### src/lpfc_pkg.sv
// Constants, types and helpers for the line printer format control block
// What this block does
// - Row interrupt at each row point start
// - Local switch enables row interrupts too
// - Ten-position format count with per-position settings
// - Hold keeps host spacing until skip-advance
// - Transition cycle feeds host spacing: zero to three spaces, nine on jump
// - Advance position feeds then increments count
// - Consecutive advance positions step automatically
// - Clear position increments without feeding paper
// - Home position always acts as hold
// - Host spacing uses space setting only
// - Format spacing multiplies by three when on
// - Stop-paper suppresses unmultiplied format feeds
// - Jump feeds nine spaces under host
// - Stop-paper suppresses host feed, print continues
// - Two-second clear input returns count home
// - Fifteen points per cycle, eleven row points
// - Function word bit positions decoded
// - Missing first field write flags fault
package lpfc_pkg;
	localparam int CLK_PERIOD_NS = 50;
	localparam int T_POINT_US = 26670;
	localparam int T_FW_DEADLINE_US = 1500;
	localparam int T_CLR_HOLD_MS = 2000;
	localparam int POINT_CYC = T_POINT_US * 1000 / CLK_PERIOD_NS;
	localparam int FW_DEADLINE_CYC = T_FW_DEADLINE_US * 1000 / CLK_PERIOD_NS;
	localparam int CLR_HOLD_CYC = (T_CLR_HOLD_MS * 1000000 + CLK_PERIOD_NS - 1) / CLK_PERIOD_NS;

	localparam logic [3:0] LAST_PT = 4'he;
	localparam logic [3:0] LAST_ROW_PT = 4'ha;
	localparam logic [3:0] FIRST_PT = 4'h0;
	localparam logic [3:0] LAST_POS = 4'h9;
	localparam logic [3:0] HOME_POS = 4'h0;
	localparam logic [3:0] JUMP_SPACES = 4'h9;

	localparam int FB_START = 34;
	localparam int FB_JUMP = 13;
	localparam int FB_SKIP = 12;
	localparam int FB_IRQ = 11;
	localparam int FB_PRINT = 10;
	localparam int FB_STOP = 9;

	localparam logic [7:0] REG_FUNC_LO = 8'h00;
	localparam logic [7:0] REG_FUNC_HI = 8'h04;
	localparam logic [7:0] REG_FIELD = 8'h08;
	localparam logic [7:0] REG_STATUS = 8'h0c;
	localparam int ST_BUSY = 0;
	localparam int ST_FAULT = 1;
	localparam int ST_FMT = 2;
	localparam int ST_CNT_LSB = 4;
	localparam int ST_PT_LSB = 8;
	localparam int ST_FW_LSB = 12;
	localparam logic [1:0] RESP_OKAY = 2'h0;
	localparam logic [1:0] RESP_SLVERR = 2'h2;

	typedef enum logic [1:0] {
		CTL_HOLD = 2'h0,
		CTL_ADVANCE = 2'h1,
		CTL_CLEAR = 2'h2
	} lpfc_ctl_e;

	typedef enum logic [1:0] {
		MD_HOST = 2'b01,
		MD_FMT = 2'b10
	} lpfc_mode_e;

	function automatic lpfc_ctl_e lpfc_eff_ctl(input logic [19:0] ctl, input logic [3:0] pos);
		logic [1:0] code;
		code = ctl[pos * 2 +: 2];
		if (pos == HOME_POS || pos > LAST_POS) begin
			return CTL_HOLD;
		end
		if (code == CTL_ADVANCE) begin
			return CTL_ADVANCE;
		end
		if (code == CTL_CLEAR) begin
			return CTL_CLEAR;
		end
		return CTL_HOLD;
	endfunction

	function automatic logic [3:0] lpfc_next_pos(input logic [3:0] pos);
		return (pos >= LAST_POS) ? HOME_POS : pos + 4'h1;
	endfunction
endpackage

### src/lpfc_seq_if.sv
// Signals shared between the control core, point sequencer and clear timer
`timescale 1ns/1ps
interface lpfc_seq_if;
	logic start;
	logic active;
	logic pt_start;
	logic cyc_end;
	logic clr_hold;
	logic [3:0] pt_idx;
	modport seq(input start, output active, output pt_start, output cyc_end, output pt_idx);
	modport clr(output clr_hold);
	modport ctl(output start, input active, input pt_start, input cyc_end, input pt_idx,
		input clr_hold);
endinterface

### src/lpfc_point_seq.sv
// Printer cycle timer: fifteen points, row points first
`timescale 1ns/1ps
module lpfc_point_seq
	import lpfc_pkg::*;
#(
	parameter int unsigned POINT_CYC_P = POINT_CYC
) (
	input wire logic i_mclk,
	input wire logic i_rst_b,
	lpfc_seq_if.seq sq
);
	logic active_r, active_nxt;
	logic pt_start_r, pt_start_nxt;
	logic cyc_end_r, cyc_end_nxt;
	logic [3:0] idx_r, idx_nxt;
	logic [19:0] tick_r, tick_nxt;

	always_comb begin
		active_nxt = active_r;
		idx_nxt = idx_r;
		tick_nxt = tick_r;
		pt_start_nxt = 1'b0;
		cyc_end_nxt = 1'b0;
		if (!active_r) begin
			if (sq.start) begin
				active_nxt = 1'b1;
				idx_nxt = FIRST_PT;
				tick_nxt = 20'h0;
				pt_start_nxt = 1'b1;
			end
		end else if (tick_r == 20'(POINT_CYC_P - 1)) begin
			tick_nxt = 20'h0;
			if (idx_r == LAST_PT) begin
				active_nxt = 1'b0;
				cyc_end_nxt = 1'b1;
			end else begin
				idx_nxt = idx_r + 4'h1;
				pt_start_nxt = 1'b1;
			end
		end else begin
			tick_nxt = tick_r + 20'h1;
		end
	end

	always_ff @(posedge i_mclk or negedge i_rst_b) begin
		if (!i_rst_b) begin
			active_r <= 1'b0;
			idx_r <= FIRST_PT;
			tick_r <= 20'h0;
			pt_start_r <= 1'b0;
			cyc_end_r <= 1'b0;
		end else begin
			active_r <= active_nxt;
			idx_r <= idx_nxt;
			tick_r <= tick_nxt;
			pt_start_r <= pt_start_nxt;
			cyc_end_r <= cyc_end_nxt;
		end
	end

	assign sq.active = active_r;
	assign sq.pt_start = pt_start_r;
	assign sq.cyc_end = cyc_end_r;
	assign sq.pt_idx = idx_r;

	AST_CYC_END: assert property (@(posedge i_mclk) disable iff (!i_rst_b)
		sq.cyc_end |-> ($past(idx_r) == LAST_PT && !active_r))
		else $error("cycle ended away from the last point");
	AST_PT_RANGE: assert property (@(posedge i_mclk) disable iff (!i_rst_b)
		sq.pt_start |-> (active_r && idx_r <= LAST_PT && tick_r == 20'h0))
		else $error("point start outside the fifteen points");
endmodule

### src/lpfc_clr_hold.sv
// Clear-control input: synchronised, must stay high for the full hold time
`timescale 1ns/1ps
module lpfc_clr_hold
	import lpfc_pkg::*;
#(
	parameter int unsigned HOLD_CYC_P = CLR_HOLD_CYC
) (
	input wire logic i_mclk,
	input wire logic i_rst_b,
	input wire logic i_clear_ctl,
	lpfc_seq_if.clr cl
);
	logic sync1_r, sync2_r;
	logic [25:0] cnt_r, cnt_nxt;
	logic done_r, done_nxt;
	logic pulse_r, pulse_nxt;

	always_comb begin
		cnt_nxt = cnt_r;
		done_nxt = done_r;
		pulse_nxt = 1'b0;
		if (!sync2_r) begin
			cnt_nxt = 26'h0;
			done_nxt = 1'b0;
		end else if (!done_r) begin
			if (cnt_r == 26'(HOLD_CYC_P - 1)) begin
				done_nxt = 1'b1;
				pulse_nxt = 1'b1;
			end else begin
				cnt_nxt = cnt_r + 26'h1;
			end
		end
	end

	always_ff @(posedge i_mclk or negedge i_rst_b) begin
		if (!i_rst_b) begin
			sync1_r <= 1'b0;
			sync2_r <= 1'b0;
			cnt_r <= 26'h0;
			done_r <= 1'b0;
			pulse_r <= 1'b0;
		end else begin
			sync1_r <= i_clear_ctl;
			sync2_r <= sync1_r;
			cnt_r <= cnt_nxt;
			done_r <= done_nxt;
			pulse_r <= pulse_nxt;
		end
	end

	assign cl.clr_hold = pulse_r;

	AST_CLR_ONCE: assert property (@(posedge i_mclk) disable iff (!i_rst_b)
		cl.clr_hold |-> ($past(sync2_r) && $past(cnt_r) == 26'(HOLD_CYC_P - 1)) ##1 !cl.clr_hold)
		else $error("clear pulse without full hold or repeated");
endmodule

### src/lpfc_top.sv
// Line printer sequencer and format spacing control with AXI4-Lite registers
//
// Local design decisions: the register offsets and register access over AXI4-Lite.
`timescale 1ns/1ps
module lpfc_top #(
	parameter int unsigned POINT_CYC_P = lpfc_pkg::POINT_CYC,
	parameter int unsigned FW_DEADLINE_CYC_P = lpfc_pkg::FW_DEADLINE_CYC,
	parameter int unsigned CLR_HOLD_CYC_P = lpfc_pkg::CLR_HOLD_CYC
) (
	input wire logic i_mclk,
	input wire logic i_rst_b,
	input wire logic [7:0] i_s_axi_awaddr,
	input wire logic i_s_axi_awvalid,
	output logic o_s_axi_awready,
	input wire logic [31:0] i_s_axi_wdata,
	input wire logic [3:0] i_s_axi_wstrb,
	input wire logic i_s_axi_wvalid,
	output logic o_s_axi_wready,
	output logic [1:0] o_s_axi_bresp,
	output logic o_s_axi_bvalid,
	input wire logic i_s_axi_bready,
	input wire logic [7:0] i_s_axi_araddr,
	input wire logic i_s_axi_arvalid,
	output logic o_s_axi_arready,
	output logic [31:0] o_s_axi_rdata,
	output logic [1:0] o_s_axi_rresp,
	output logic o_s_axi_rvalid,
	input wire logic i_s_axi_rready,
	input wire logic [19:0] i_fmt_ctl,
	input wire logic [19:0] i_fmt_space,
	input wire logic [9:0] i_fmt_mult,
	input wire logic i_irq_switch,
	input wire logic i_clear_ctl,
	output logic o_row_irq,
	output logic o_feed_valid,
	output logic [3:0] o_feed_spaces,
	output logic o_field_valid,
	output logic [31:0] o_field_data,
	output logic o_fault,
	output logic o_busy,
	output logic [3:0] o_fmt_count
);
	import lpfc_pkg::*;

	lpfc_seq_if sq();

	lpfc_point_seq #(.POINT_CYC_P(POINT_CYC_P)) u_seq (
		.i_mclk(i_mclk),
		.i_rst_b(i_rst_b),
		.sq(sq.seq)
	);

	lpfc_clr_hold #(.HOLD_CYC_P(CLR_HOLD_CYC_P)) u_clr (
		.i_mclk(i_mclk),
		.i_rst_b(i_rst_b),
		.i_clear_ctl(i_clear_ctl),
		.cl(sq.clr)
	);

	// Switchboard settings are pins; two stages before use
	logic [50:0] cfg_s1_r, cfg_s2_r;
	logic [19:0] ctl_s, space_s;
	logic [9:0] mult_s;
	logic irq_sw_s;
	assign {irq_sw_s, mult_s, space_s, ctl_s} = cfg_s2_r;

	// Bus slave state
	logic aw_have_r, aw_have_nxt, w_have_r, w_have_nxt;
	logic [7:0] aw_addr_r, aw_addr_nxt;
	logic [31:0] w_data_r, w_data_nxt;
	logic [3:0] w_strb_r, w_strb_nxt;
	logic awready_r, awready_nxt, wready_r, wready_nxt;
	logic bvalid_r, bvalid_nxt, arready_r, arready_nxt, rvalid_r, rvalid_nxt;
	logic [1:0] bresp_r, bresp_nxt, rresp_r, rresp_nxt;
	logic [31:0] rdata_r, rdata_nxt;

	// Core state
	lpfc_mode_e mode_r, mode_nxt;
	logic [3:0] func_hi_r, func_hi_nxt;
	logic pend_r, pend_nxt;
	logic [35:0] pend_word_r, pend_word_nxt;
	logic stop_fmt_r, stop_fmt_nxt;
	logic [3:0] cnt_r, cnt_nxt;
	logic start_r, start_nxt;
	logic cyc_print_r, cyc_print_nxt, cyc_irq_r, cyc_irq_nxt;
	logic cyc_jump_r, cyc_jump_nxt, cyc_mult_r, cyc_mult_nxt, cyc_clr_r, cyc_clr_nxt;
	logic [3:0] feed_amt_r, feed_amt_nxt, feed_spaces_r, feed_spaces_nxt;
	logic feed_valid_r, feed_valid_nxt, irq_r, irq_nxt, fault_r, fault_nxt;
	logic dl_run_r, dl_run_nxt;
	logic [14:0] dl_tick_r, dl_tick_nxt;
	logic [1:0] fw_cnt_r, fw_cnt_nxt;
	logic field_stb_r, field_stb_nxt;
	logic [31:0] field_data_r, field_data_nxt;

	logic do_wr, fw_evt, dl_expire;
	logic [35:0] word;
	logic [1:0] sp;
	logic [3:0] sp1, sp3;
	lpfc_ctl_e ctl_here;

	assign do_wr = aw_have_r && w_have_r && !bvalid_r;
	assign fw_evt = do_wr && aw_addr_r == REG_FIELD;
	assign dl_expire = dl_run_r && dl_tick_r == 15'(FW_DEADLINE_CYC_P - 1);
	assign sp = space_s[cnt_r * 2 +: 2];
	assign sp1 = {2'h0, sp};
	assign sp3 = {1'b0, sp, 1'b0} + sp1;
	assign ctl_here = lpfc_eff_ctl(ctl_s, cnt_r);

	always_comb begin
		aw_have_nxt = aw_have_r;
		aw_addr_nxt = aw_addr_r;
		w_have_nxt = w_have_r;
		w_data_nxt = w_data_r;
		w_strb_nxt = w_strb_r;
		bvalid_nxt = bvalid_r;
		bresp_nxt = bresp_r;
		arready_nxt = 1'b0;
		rvalid_nxt = rvalid_r;
		rresp_nxt = rresp_r;
		rdata_nxt = rdata_r;
		mode_nxt = mode_r;
		func_hi_nxt = func_hi_r;
		pend_nxt = pend_r;
		pend_word_nxt = pend_word_r;
		stop_fmt_nxt = stop_fmt_r;
		cnt_nxt = cnt_r;
		start_nxt = 1'b0;
		cyc_print_nxt = cyc_print_r;
		cyc_irq_nxt = cyc_irq_r;
		cyc_jump_nxt = cyc_jump_r;
		cyc_mult_nxt = cyc_mult_r;
		cyc_clr_nxt = cyc_clr_r;
		feed_amt_nxt = feed_amt_r;
		fault_nxt = fault_r;
		dl_run_nxt = dl_run_r;
		dl_tick_nxt = dl_tick_r;
		fw_cnt_nxt = fw_cnt_r;
		field_stb_nxt = 1'b0;
		field_data_nxt = field_data_r;
		word = {func_hi_r, w_data_r};

		// Address and data may arrive in either order; each is held until both are in
		if (awready_r && i_s_axi_awvalid) begin
			aw_have_nxt = 1'b1;
			aw_addr_nxt = i_s_axi_awaddr;
		end
		if (wready_r && i_s_axi_wvalid) begin
			w_have_nxt = 1'b1;
			w_data_nxt = i_s_axi_wdata;
			w_strb_nxt = i_s_axi_wstrb;
		end
		if (bvalid_r && i_s_axi_bready) begin
			bvalid_nxt = 1'b0;
		end
		if (do_wr) begin
			aw_have_nxt = 1'b0;
			w_have_nxt = 1'b0;
			bvalid_nxt = 1'b1;
			bresp_nxt = RESP_OKAY;
			unique case (aw_addr_r)
				REG_FUNC_LO: begin
					if (word[FB_START]) begin
						pend_nxt = 1'b1;
						pend_word_nxt = word;
					end
				end
				REG_FUNC_HI: begin
					if (w_strb_r[0]) begin
						func_hi_nxt = w_data_r[3:0];
					end
				end
				REG_FIELD: begin
					field_stb_nxt = 1'b1;
					field_data_nxt = w_data_r;
				end
				REG_STATUS: begin
					if (w_strb_r[0] && w_data_r[ST_FAULT]) begin
						fault_nxt = 1'b0;
					end
				end
				default: bresp_nxt = RESP_SLVERR;
			endcase
		end
		awready_nxt = !aw_have_nxt && !bvalid_nxt;
		wready_nxt = !w_have_nxt && !bvalid_nxt;

		if (rvalid_r && i_s_axi_rready) begin
			rvalid_nxt = 1'b0;
		end
		if (!rvalid_r && !arready_r && i_s_axi_arvalid) begin
			arready_nxt = 1'b1;
		end
		if (arready_r && i_s_axi_arvalid) begin
			rvalid_nxt = 1'b1;
			rresp_nxt = RESP_OKAY;
			rdata_nxt = 32'h0;
			unique case (i_s_axi_araddr)
				REG_FUNC_LO, REG_FIELD: rdata_nxt = 32'h0;
				REG_FUNC_HI: rdata_nxt = {28'h0, func_hi_r};
				REG_STATUS: begin
					rdata_nxt[ST_BUSY] = sq.active;
					rdata_nxt[ST_FAULT] = fault_r;
					rdata_nxt[ST_FMT] = mode_r == MD_FMT;
					rdata_nxt[ST_CNT_LSB +: 4] = cnt_r;
					rdata_nxt[ST_PT_LSB +: 4] = sq.pt_idx;
					rdata_nxt[ST_FW_LSB +: 2] = fw_cnt_r;
				end
				default: rresp_nxt = RESP_SLVERR;
			endcase
		end

		// Deadline for the first field write of each sensed row
		if (fw_evt && fw_cnt_r != 2'h3) begin
			fw_cnt_nxt = fw_cnt_r + 2'h1;
		end
		if (dl_run_r) begin
			dl_tick_nxt = dl_tick_r + 15'h1;
			if (fw_evt) begin
				dl_run_nxt = 1'b0;
			end else if (dl_expire) begin
				dl_run_nxt = 1'b0;
				fault_nxt = 1'b1;
			end
		end
		if (sq.pt_start) begin
			fw_cnt_nxt = 2'h0;
			dl_tick_nxt = 15'h0;
			dl_run_nxt = cyc_print_r && sq.pt_idx <= LAST_ROW_PT;
		end

		// A faulted printer finishes its cycle, then no new cycle starts
		if (!sq.active && !start_r && !fault_r) begin
			if (mode_r == MD_FMT) begin
				if (ctl_here == CTL_HOLD) begin
					mode_nxt = MD_HOST;
				end else begin
					start_nxt = 1'b1;
					cyc_print_nxt = 1'b0;
					cyc_irq_nxt = 1'b0;
					cyc_jump_nxt = 1'b0;
					cyc_clr_nxt = ctl_here == CTL_CLEAR;
					cyc_mult_nxt = ctl_here == CTL_ADVANCE && i_fmt_mult_sel(mult_s, cnt_r);
					cnt_nxt = lpfc_next_pos(cnt_r);
					if (ctl_here == CTL_CLEAR) begin
						feed_amt_nxt = 4'h0;
					end else if (mult_s[cnt_r]) begin
						feed_amt_nxt = sp3;
					end else begin
						feed_amt_nxt = stop_fmt_r ? 4'h0 : sp1;
					end
				end
			end else if (pend_r) begin
				pend_nxt = 1'b0;
				start_nxt = 1'b1;
				cyc_print_nxt = pend_word_r[FB_PRINT];
				cyc_irq_nxt = pend_word_r[FB_PRINT] && (pend_word_r[FB_IRQ] || irq_sw_s);
				cyc_jump_nxt = pend_word_r[FB_JUMP];
				cyc_mult_nxt = 1'b0;
				cyc_clr_nxt = 1'b0;
				if (pend_word_r[FB_JUMP]) begin
					feed_amt_nxt = JUMP_SPACES;
				end else if (pend_word_r[FB_STOP]) begin
					feed_amt_nxt = 4'h0;
				end else begin
					feed_amt_nxt = sp1;
				end
				if (pend_word_r[FB_SKIP] &&
					lpfc_eff_ctl(ctl_s, lpfc_next_pos(cnt_r)) == CTL_ADVANCE) begin
					mode_nxt = MD_FMT;
					stop_fmt_nxt = pend_word_r[FB_STOP];
					cnt_nxt = lpfc_next_pos(cnt_r);
				end
			end
		end
		if (sq.clr_hold) begin
			cnt_nxt = HOME_POS;
			mode_nxt = MD_HOST;
			start_nxt = 1'b0;
		end
		// Hardware-set fault wins over a software clear in the same cycle
		if (dl_run_r && !fw_evt && dl_expire) begin
			fault_nxt = 1'b1;
		end

		irq_nxt = sq.pt_start && sq.pt_idx <= LAST_ROW_PT && cyc_irq_r;
		feed_valid_nxt = sq.pt_start && sq.pt_idx == FIRST_PT;
		feed_spaces_nxt = feed_valid_nxt ? feed_amt_r : feed_spaces_r;
	end

	function automatic logic i_fmt_mult_sel(input logic [9:0] m, input logic [3:0] pos);
		return m[pos];
	endfunction

	assign sq.start = start_r;

	always_ff @(posedge i_mclk or negedge i_rst_b) begin
		if (!i_rst_b) begin
			cfg_s1_r <= 51'h0;
			cfg_s2_r <= 51'h0;
			aw_have_r <= 1'b0;
			aw_addr_r <= 8'h0;
			w_have_r <= 1'b0;
			w_data_r <= 32'h0;
			w_strb_r <= 4'h0;
			awready_r <= 1'b0;
			wready_r <= 1'b0;
			bvalid_r <= 1'b0;
			bresp_r <= RESP_OKAY;
			arready_r <= 1'b0;
			rvalid_r <= 1'b0;
			rresp_r <= RESP_OKAY;
			rdata_r <= 32'h0;
			mode_r <= MD_HOST;
			func_hi_r <= 4'h0;
			pend_r <= 1'b0;
			pend_word_r <= 36'h0;
			stop_fmt_r <= 1'b0;
			cnt_r <= HOME_POS;
			start_r <= 1'b0;
			cyc_print_r <= 1'b0;
			cyc_irq_r <= 1'b0;
			cyc_jump_r <= 1'b0;
			cyc_mult_r <= 1'b0;
			cyc_clr_r <= 1'b0;
			feed_amt_r <= 4'h0;
			feed_spaces_r <= 4'h0;
			feed_valid_r <= 1'b0;
			irq_r <= 1'b0;
			fault_r <= 1'b0;
			dl_run_r <= 1'b0;
			dl_tick_r <= 15'h0;
			fw_cnt_r <= 2'h0;
			field_stb_r <= 1'b0;
			field_data_r <= 32'h0;
		end else begin
			cfg_s1_r <= {i_irq_switch, i_fmt_mult, i_fmt_space, i_fmt_ctl};
			cfg_s2_r <= cfg_s1_r;
			aw_have_r <= aw_have_nxt;
			aw_addr_r <= aw_addr_nxt;
			w_have_r <= w_have_nxt;
			w_data_r <= w_data_nxt;
			w_strb_r <= w_strb_nxt;
			awready_r <= awready_nxt;
			wready_r <= wready_nxt;
			bvalid_r <= bvalid_nxt;
			bresp_r <= bresp_nxt;
			arready_r <= arready_nxt;
			rvalid_r <= rvalid_nxt;
			rresp_r <= rresp_nxt;
			rdata_r <= rdata_nxt;
			mode_r <= mode_nxt;
			func_hi_r <= func_hi_nxt;
			pend_r <= pend_nxt;
			pend_word_r <= pend_word_nxt;
			stop_fmt_r <= stop_fmt_nxt;
			cnt_r <= cnt_nxt;
			start_r <= start_nxt;
			cyc_print_r <= cyc_print_nxt;
			cyc_irq_r <= cyc_irq_nxt;
			cyc_jump_r <= cyc_jump_nxt;
			cyc_mult_r <= cyc_mult_nxt;
			cyc_clr_r <= cyc_clr_nxt;
			feed_amt_r <= feed_amt_nxt;
			feed_spaces_r <= feed_spaces_nxt;
			feed_valid_r <= feed_valid_nxt;
			irq_r <= irq_nxt;
			fault_r <= fault_nxt;
			dl_run_r <= dl_run_nxt;
			dl_tick_r <= dl_tick_nxt;
			fw_cnt_r <= fw_cnt_nxt;
			field_stb_r <= field_stb_nxt;
			field_data_r <= field_data_nxt;
		end
	end

	assign o_s_axi_awready = awready_r;
	assign o_s_axi_wready = wready_r;
	assign o_s_axi_bvalid = bvalid_r;
	assign o_s_axi_bresp = bresp_r;
	assign o_s_axi_arready = arready_r;
	assign o_s_axi_rvalid = rvalid_r;
	assign o_s_axi_rresp = rresp_r;
	assign o_s_axi_rdata = rdata_r;
	assign o_row_irq = irq_r;
	assign o_feed_valid = feed_valid_r;
	assign o_feed_spaces = feed_spaces_r;
	assign o_field_valid = field_stb_r;
	assign o_field_data = field_data_r;
	assign o_fault = fault_r;
	assign o_busy = sq.active;
	assign o_fmt_count = cnt_r;

	AST_ROW_IRQ: assert property (@(posedge i_mclk) disable iff (!i_rst_b)
		o_row_irq |-> ($past(sq.pt_start) && $past(sq.pt_idx) <= LAST_ROW_PT && $past(cyc_irq_r)))
		else $error("row interrupt outside a row point start");
	AST_IRQ_SWITCH: assert property (@(posedge i_mclk) disable iff (!i_rst_b)
		(start_r && cyc_print_r && irq_sw_s) |-> ##2 o_row_irq)
		else $error("interrupt switch did not raise the first row interrupt");
	AST_JUMP_NINE: assert property (@(posedge i_mclk) disable iff (!i_rst_b)
		(sq.pt_start && sq.pt_idx == FIRST_PT && cyc_jump_r) |=> (o_feed_spaces == JUMP_SPACES))
		else $error("jump cycle did not feed nine spaces");
	AST_MULT_FEED: assert property (@(posedge i_mclk) disable iff (!i_rst_b)
		(sq.pt_start && sq.pt_idx == FIRST_PT && cyc_mult_r)
		|=> (o_feed_valid && o_feed_spaces == 3 * $past(feed_amt_r) / 3 && o_feed_spaces % 3 == 0))
		else $error("multiplied feed not a multiple of three");
	AST_CLEAR_NOFEED: assert property (@(posedge i_mclk) disable iff (!i_rst_b)
		(sq.pt_start && sq.pt_idx == FIRST_PT && cyc_clr_r) |=> (o_feed_spaces == 4'h0))
		else $error("clear position fed paper");
	AST_HOME_HOLD: assert property (@(posedge i_mclk) disable iff (!i_rst_b)
		(mode_r == MD_FMT && cnt_r == HOME_POS && !sq.active && !start_r && !fault_r)
		|=> (mode_r == MD_HOST && !start_r))
		else $error("home position did not hold");
	AST_CLR_HOME: assert property (@(posedge i_mclk) disable iff (!i_rst_b)
		sq.clr_hold |=> (cnt_r == HOME_POS && mode_r == MD_HOST))
		else $error("clear control did not return count home");
	AST_FW_FAULT: assert property (@(posedge i_mclk) disable iff (!i_rst_b)
		(dl_expire && !fw_evt) |=> (fault_r && !dl_run_r))
		else $error("missing field write not flagged");
	AST_WR_RESP: assert property (@(posedge i_mclk) disable iff (!i_rst_b)
		do_wr |=> (bvalid_r && !aw_have_r && !w_have_r))
		else $error("write not answered one cycle later");
endmodule

### config.mk
export PLATFORM = sky130hd
export DESIGN_NAME = lpfc_top
export DESIGN_NICKNAME = d
export VERILOG_FILES = /design/src/lpfc_pkg.sv /design/src/lpfc_seq_if.sv /design/src/lpfc_point_seq.sv /design/src/lpfc_clr_hold.sv /design/src/lpfc_top.sv
export SDC_FILE = /design/constraint.sdc
export NUM_CORES = 1
export LEC_CHECK = 0
export BUFFER_PORTS_ARGS = -buffer_cell sky130_fd_sc_hd__buf_4
export CAP_MARGIN = 20
export CELL_PAD_IN_SITES_DETAIL_PLACEMENT = 0
export CELL_PAD_IN_SITES_GLOBAL_PLACEMENT = 1
export CORE_ASPECT_RATIO = 1.5
export CORE_UTILIZATION = 49
export CTS_CLUSTER_DIAMETER = 200
export DETAILED_ROUTE_END_ITERATION = 7
export PLACE_DENSITY = 0.9
export SYNTH_ARGS = -nofsm -noshare
export SYNTH_HDL_FRONTEND = slang
export SYNTH_HIERARCHICAL = 1
export SYNTH_SLANG_ARGS = --single-unit
export TNS_END_PERCENT = 10
### constraint.sdc
create_clock -name i_mclk -period 5.6 [get_ports i_mclk]
set_input_delay 0.56 -clock i_mclk [delete_from_list [all_inputs] [get_ports i_mclk]]
set_output_delay 0.56 -clock i_mclk [all_outputs]
set_load 0.02 [all_outputs]
==> results.json, run 1 <==
{
  "drv_slew": 0,
  "peakVddDrop_mv": 0.2751,
  "area_growth_pct": 18.93,
  "fin_nets": 1361,
  "cp.required_ns": 6.02,
  "num_vias": 8613,
  "status": "complete, no violations",
  "synth.avg_cell_area_um2": 11.82,
  "grt_overflow": 0,
  "die_x_um": 133.5,
  "cts.clk_slew.worst_paths_ns": 0.07,
  "syn_area_um2": 12710,
  "htreeDepth": 1,
  "antenna_found_initial": 0,
  "grt_pass1_wl_um": 43680,
  "start_kind": "flip-flop",
  "fmax_mhz": 303.8,
  "ios": 197,
  "post-place-ws_ns": 2.288,
  "slowest_stage": "dfrtp_1",
  "ys_warn_count": 6,
  "port_buffers": 173,
  "grt_usage": 0.2069,
  "worstHoldPathType": "input pin to asynchronous set/reset pin",
  "place_hpwl_um": 18190,
  "clk_latency_ns": 0.53,
  "cts_tree": "built",
  "cts_max_path_buffers": 3,
  "num_rows": 71,
  "clock_skew_ns": 0.007339,
  "hold_viol_final": 0,
  "cts_buffers": 27,
  "chipHeight_um": 199.3,
  "grt_pass1_vias": 8805,
  "drive_gt1_frac": 0.2522,
  "wl_per_cell_um": 16.70,
  "crit_path_cell_trace": "buf_4 -> ha_1 -> nor3b_1 -> o21a_1 -> mux2i_1 -> nand4_1 -> a31oi_2 -> mux2_2",
  "path_max_fanout": 20,
  "initial_utilization": 0.5022,
  "syn_inst": 1076,
  "post-route-min-period_ns": 3.292,
  "grt_max_degree": 135,
  "num_antenna_cells": 0,
  "postCtsSetupRepairBufs": 0,
  "fin_setup_tns_ns": 0,
  "drc": 0,
  "finalPower_mw": 5.185,
  "path_class": "flip-flop to flip-flop",
  "place.gp.congestion": 0.8256,
  "core_um2": 25320,
  "period_share": 0.5879,
  "avgViaCountPerCell": 5.434,
  "setup_viol": 0,
  "ctsResizeCount": 0,
  "power-per-cell-area_nw_per_um2": 342.9,
  "cap_violations": 0,
  "drt-total-wl_um": 26470,
  "crit_family": "flip-flops",
  "nFillCells": 2069,
  "end_kind": "flip-flop",
  "dieArea_um2": 26610,
  "power.leakage_nw": 6.980,
  "setup_ws_ns": 2.308,
  "timing.hold.ws_ns": 0.1276,
  "dr.pass1.iters": 5,
  "worst_pin_slew_ns": 1.015,
  "drt_iter0_drc": 362,
  "ant_nets": 0,
  "cts_root_buffer": "clkbuf_16",
  "cts_hold_buf": 0,
  "clock-sinks": 304,
  "worst-path-buf-inv": 1,
  "worst_ep_arrival_time_ns": 3.71,
  "slowest_delay_ns": 0.69,
  "grt_setup_unrepaired": "false",
  "slew_headroom": 0.3231
}
## per-stage QoR
stage	cells	util	instance area, µm²
finish	1585	0.5973	15120
global route	1585	0.5973	15120
CTS	1585	0.5973	15120
detailed placement	1537	0.5598	14170
global placement	1536	0.5593	14160
floorplan	1095	-	12790
## sequential cells by signal, indices dropped and copies added (netlist names), 5 cells and up
| name | flops |
|---|---|
| cfg_s1_r | 51 |
| o_field_data | 32 |
| aw_addr_r | 8 |
| u_seq/tick_r | 20 |
| dl_tick_r | 15 |
| cfg_s2_r | 51 |
| pend_word_r | 5 |
| w_data_r | 32 |
| o_s_axi_rdata | 14 |
| u_clr/cnt_r | 26 |
## area by class of cell
class,instances,area [µm²],area share
multi-input combinational,700,4688,0.3100
inverter,26,97.59,0.006454
clock buffer,35,745.7,0.04931
clock inverter,13,203.9,0.01349
tap,328,410.4,0.02714
timing repair buffer,179,1368,0.09044
sequential,304,7609,0.5031
## worst reg2reg max path, stage by stage (launching register included)
cell and delay, ns:
dfrtp_1 0.69, buf_4 0.36, ha_1 0.23, nor3b_1 0.50
o21a_1 0.27, mux2i_1 0.22, nand4_1 0.16, a31oi_2 0.37
mux2_2 0.38
## per-layer routing
| layer | GRT usage | vias up | part of all wire |
|---|---|---|---|
| met5 | 0 | - | 0 |
| met4 | 0.08333 | 0 | 0.038 |
| met3 | 0.02638 | 52 | 0.039 |
| met2 | 0.3806 | 203 | 0.54 |
| met1 | 0.2435 | 4250 | 0.39 |
| li1 | - | 4108 | - |
## path summary, 6_finish.rpt
check                           slack [ns]                to             from  cells after the start
worst max-delay path                  2.31        stop_fmt_r   o_fmt_count[0]                      8
worst min-delay path                  0.13  u_seq/tick_r[15]          i_rst_b                      1
worst max register to register        2.31        stop_fmt_r   o_fmt_count[0]                      8
worst min register to register        0.34      cfg_s2_r[46]     cfg_s1_r[46]                      0
max in group asynchronous             4.16      cfg_s2_r[18]          i_rst_b                      2
min in group i_mclk                   0.13      cfg_s1_r[39]  i_fmt_space[19]                      1
## power by group
| group | internal [mW] | total [mW] | switching, mW |
|---|---|---|---|
| Sequential | 2.46 | 2.62 | 0.161 |
| Combinational | 0.313 | 0.608 | 0.295 |
| Clock | 1.17 | 1.96 | 0.789 |
## cells in the final DEF (no fill, tap or decap), types with 8 or more instances in the layout
| cell type | instances |
|---|---|
| mux2_2 | 56 |
| nor2b_1 | 9 |
| nand4_1 | 24 |
| a21o_1 | 8 |
| nand3_1 | 32 |
| nor3_1 | 21 |
| inv_1 | 25 |
| nor4b_1 | 8 |
| buf_4 | 176 |
| nor3b_1 | 10 |
| xnor2_1 | 10 |
| o21ai_0 | 41 |
| xor2_1 | 8 |
| o211ai_1 | 8 |
| clkbuf_16 | 27 |
| nor2_1 | 50 |
| nor4_1 | 15 |
| dfrtp_1 | 303 |
| conb_1 | 20 |
| or3_1 | 8 |
| a22o_1 | 13 |
| mux2i_1 | 24 |
| a21oi_1 | 33 |
| ha_1 | 12 |
| nand2b_1 | 9 |
| nand2_1 | 151 |
Note: power is estimated with default switching activity, not from simulation.
==> inputs of run 2 (changes only) <==
--- a/config.mk
+++ b/config.mk
@@ -5,15 +5,16 @@
 export SDC_FILE = /design/constraint.sdc
 export NUM_CORES = 1
 export LEC_CHECK = 0
+export ABC_AREA = 1
 export BUFFER_PORTS_ARGS = -buffer_cell sky130_fd_sc_hd__buf_4
 export CAP_MARGIN = 20
 export CELL_PAD_IN_SITES_DETAIL_PLACEMENT = 0
 export CELL_PAD_IN_SITES_GLOBAL_PLACEMENT = 1
 export CORE_ASPECT_RATIO = 1.5
-export CORE_UTILIZATION = 49
+export CORE_UTILIZATION = 39
 export CTS_CLUSTER_DIAMETER = 200
 export DETAILED_ROUTE_END_ITERATION = 7
-export PLACE_DENSITY = 0.9
+export PLACE_DENSITY = 0.81
 export SYNTH_ARGS = -nofsm -noshare
 export SYNTH_HDL_FRONTEND = slang
 export SYNTH_HIERARCHICAL = 1
==> constraint.sdc (replaced) <==
create_clock -name i_mclk -period 2.75 [get_ports i_mclk]
set_input_delay 0.275 -clock i_mclk [delete_from_list [all_inputs] [get_ports i_mclk]]
set_output_delay 0.275 -clock i_mclk [all_outputs]
set_load 0.02 [all_outputs]
==> run 2 against run 1 <==
Against the previous run:
- core utilization is 9.0 points lower
- clock-buffer cell count up 8
- sequential power increased by 110%
- largest power group unchanged
- largest cell class unchanged
- synthesized cell count increased by 40%
==> results.json, run 2 <==
{
  "num_vias": 10590,
  "ys_warn_count": 6,
  "pwr-share-seq": 0.457,
  "wl_per_cell_um": 14.66,
  "avgViaCountPerCell": 4.753,
  "drt-total-wl_um": 32650,
  "setup_viol": 0,
  "path_max_fanout": 26,
  "period_share": 0.8084,
  "pwr-share-clk": 0.353,
  "worst_ep_arrival_time_ns": 2.67,
  "grt_max_degree": 81,
  "clock-sinks": 304,
  "htreeDepth": 1,
  "combPwrFrac": 0.190,
  "worstHoldPathType": "input pin to flip-flop",
  "place_hpwl_um": 22880,
  "fmax_mhz": 449.8,
  "cts.clk_slew.worst_paths_ns": 0.07,
  "clk_latency_ns": 0.56,
  "dp_cells": 2076,
  "core_um2": 33550,
  "synth.avg_cell_area_um2": 8.862,
  "grt_overflow": 0,
  "fin_util": 0.5070,
  "start_kind": "flip-flop",
  "end_kind": "flip-flop",
  "ant_nets": 0,
  "dieArea_um2": 34910,
  "path_class": "flip-flop to flip-flop",
  "port_buffers": 173,
  "grt_usage": 0.1927,
  "cts_buffers": 30,
  "chipHeight_um": 228.3,
  "power.leakage_nw": 8.558,
  "mostFrequentLayoutCell": "nand2_1",
  "clock_skew_ns": 0.01142,
  "initial_utilization": 0.3970,
  "final_cell_mix": "nand2_1, dfrtp_1, buf_4",
  "largestRegisters": "cfg_s1_r (51), cfg_s2_r (51)",
  "fin_cells": 2228,
  "grt_pass1_vias": 10831,
  "dr.pass1.iters": 7,
  "fin_setup_tns_ns": 0,
  "switching_share": 0.2954,
  "area_growth_pct": 27.69,
  "syn_inst": 1503,
  "drv_slew": 0,
  "drt_iter0_drc": 494,
  "cp.required_ns": 3.20,
  "drive_gt1_frac": 0.1782,
  "hold_viol_final": 0,
  "fin_nets": 1908,
  "grt_pass1_wl_um": 54480,
  "ios": 197,
  "peakVddDrop_mv": 0.6288,
  "num_rows": 82,
  "slew_headroom": 0.5646,
  "drc": 0,
  "nFillCells": 3040,
  "cap_violations": 0,
  "grt_setup_unrepaired": "false",
  "cts_root_buffer": "clkbuf_16",
  "status": "complete, no violations",
  "cts_max_path_buffers": 3,
  "p_int_mw": 8.593,
  "ctsResizeCount": 0,
  "worst_pin_slew_ns": 0.6531,
  "cts_tree": "built",
  "die_x_um": 152.9,
  "postCtsSetupRepairBufs": 0,
  "post-route-min-period_ns": 2.223,
  "syn_area_um2": 13320,
  "place.gp.congestion": 0.8609,
  "net-switching-power_mw": 3.603,
  "power-per-cell-area_nw_per_um2": 717.1,
  "antenna_found_initial": 1
}
## run 2: worst max-delay path: stages, from the launching register on
cell and delay, ns:
dfrtp_1 0.45, inv_6 0.21, ha_1 0.24, nand2_2 0.08, nand2_4 0.11, nand3_4 0.12, o21ai_0 0.11, nand2_1 0.07
nor2_1 0.08, nand2_1 0.06, nand2_1 0.07, nand2_1 0.06, nand2_2 0.09, nand2_2 0.08, nand2_4 0.10, nand2_2 0.08
nand2_1 0.06, nand2_1 0.05
## run 2: area by class of cell
type                            instances  area, µm²  area share
Inverter                              143      553.0     0.03251
Sequential cell                       304       7609      0.4473
Clock inverter                         11      176.4     0.01037
Clock buffer                           43      860.8     0.05061
Timing Repair Buffer                  290       2465      0.1449
Multi-Input combinational cell       1016       4817      0.2832
Antenna cell                            1      2.502   0.0001471
Tap cell                              420      525.5     0.03090
## run 2: power by group through the flow
stage                     Sequential [mW]  Combinational [mW]  Clock, mW
after floorplan                      5.81                1.10          0
after global placement               5.63                2.19          0
after detailed placement             5.65                2.23          0
after CTS                            5.58                2.35       4.43
after global routing                 5.66                2.59       4.59
final                                5.57                2.32       4.30
## run 2: per-layer routing
layer | part of all wire | global-route usage
met1 | 0.40 | 0.2251
met2 | 0.53 | 0.3559
met5 | 0 | 0
met4 | 0.036 | 0.07481
met3 | 0.036 | 0.02446
## run 2: through the flow
stage	hold slack, ns	worst slack (ns)	total power, mW	instance area, µm²
after floorplan	-0.02059	0.4654	6.902	13390
after global placement	0.3082	0.5882	7.816	15000
after detailed placement	0.3163	0.5380	7.878	15000
after CTS	0.008015	0.5274	12.35	17010
after global routing	0.02664	0.3174	12.84	17010
final	0.02371	0.5269	12.20	17010
## run 2: final timing paths
check	start	to	slack, ns	depth (start not counted)
max in group asynchronous	i_rst_b	o_field_data[22]	1.59	3
worst max register to register	o_fmt_count[0]	o_fmt_count[2]	0.53	17
worst max-delay path	o_fmt_count[0]	o_fmt_count[2]	0.53	17
worst min register to register	cfg_s1_r[41]	cfg_s2_r[41]	0.35	0
min in group asynchronous	i_rst_b	cfg_s1_r[14]	0.31	2
worst min-delay path	i_s_axi_araddr[4]	o_s_axi_rdata[3]	0.02	4
## run 2: timing repair
item / CTS / global route
hold buffers: 97 / 0
hold endpoints to repair: 169 / 0
setup endpoints to repair: 0 / 0
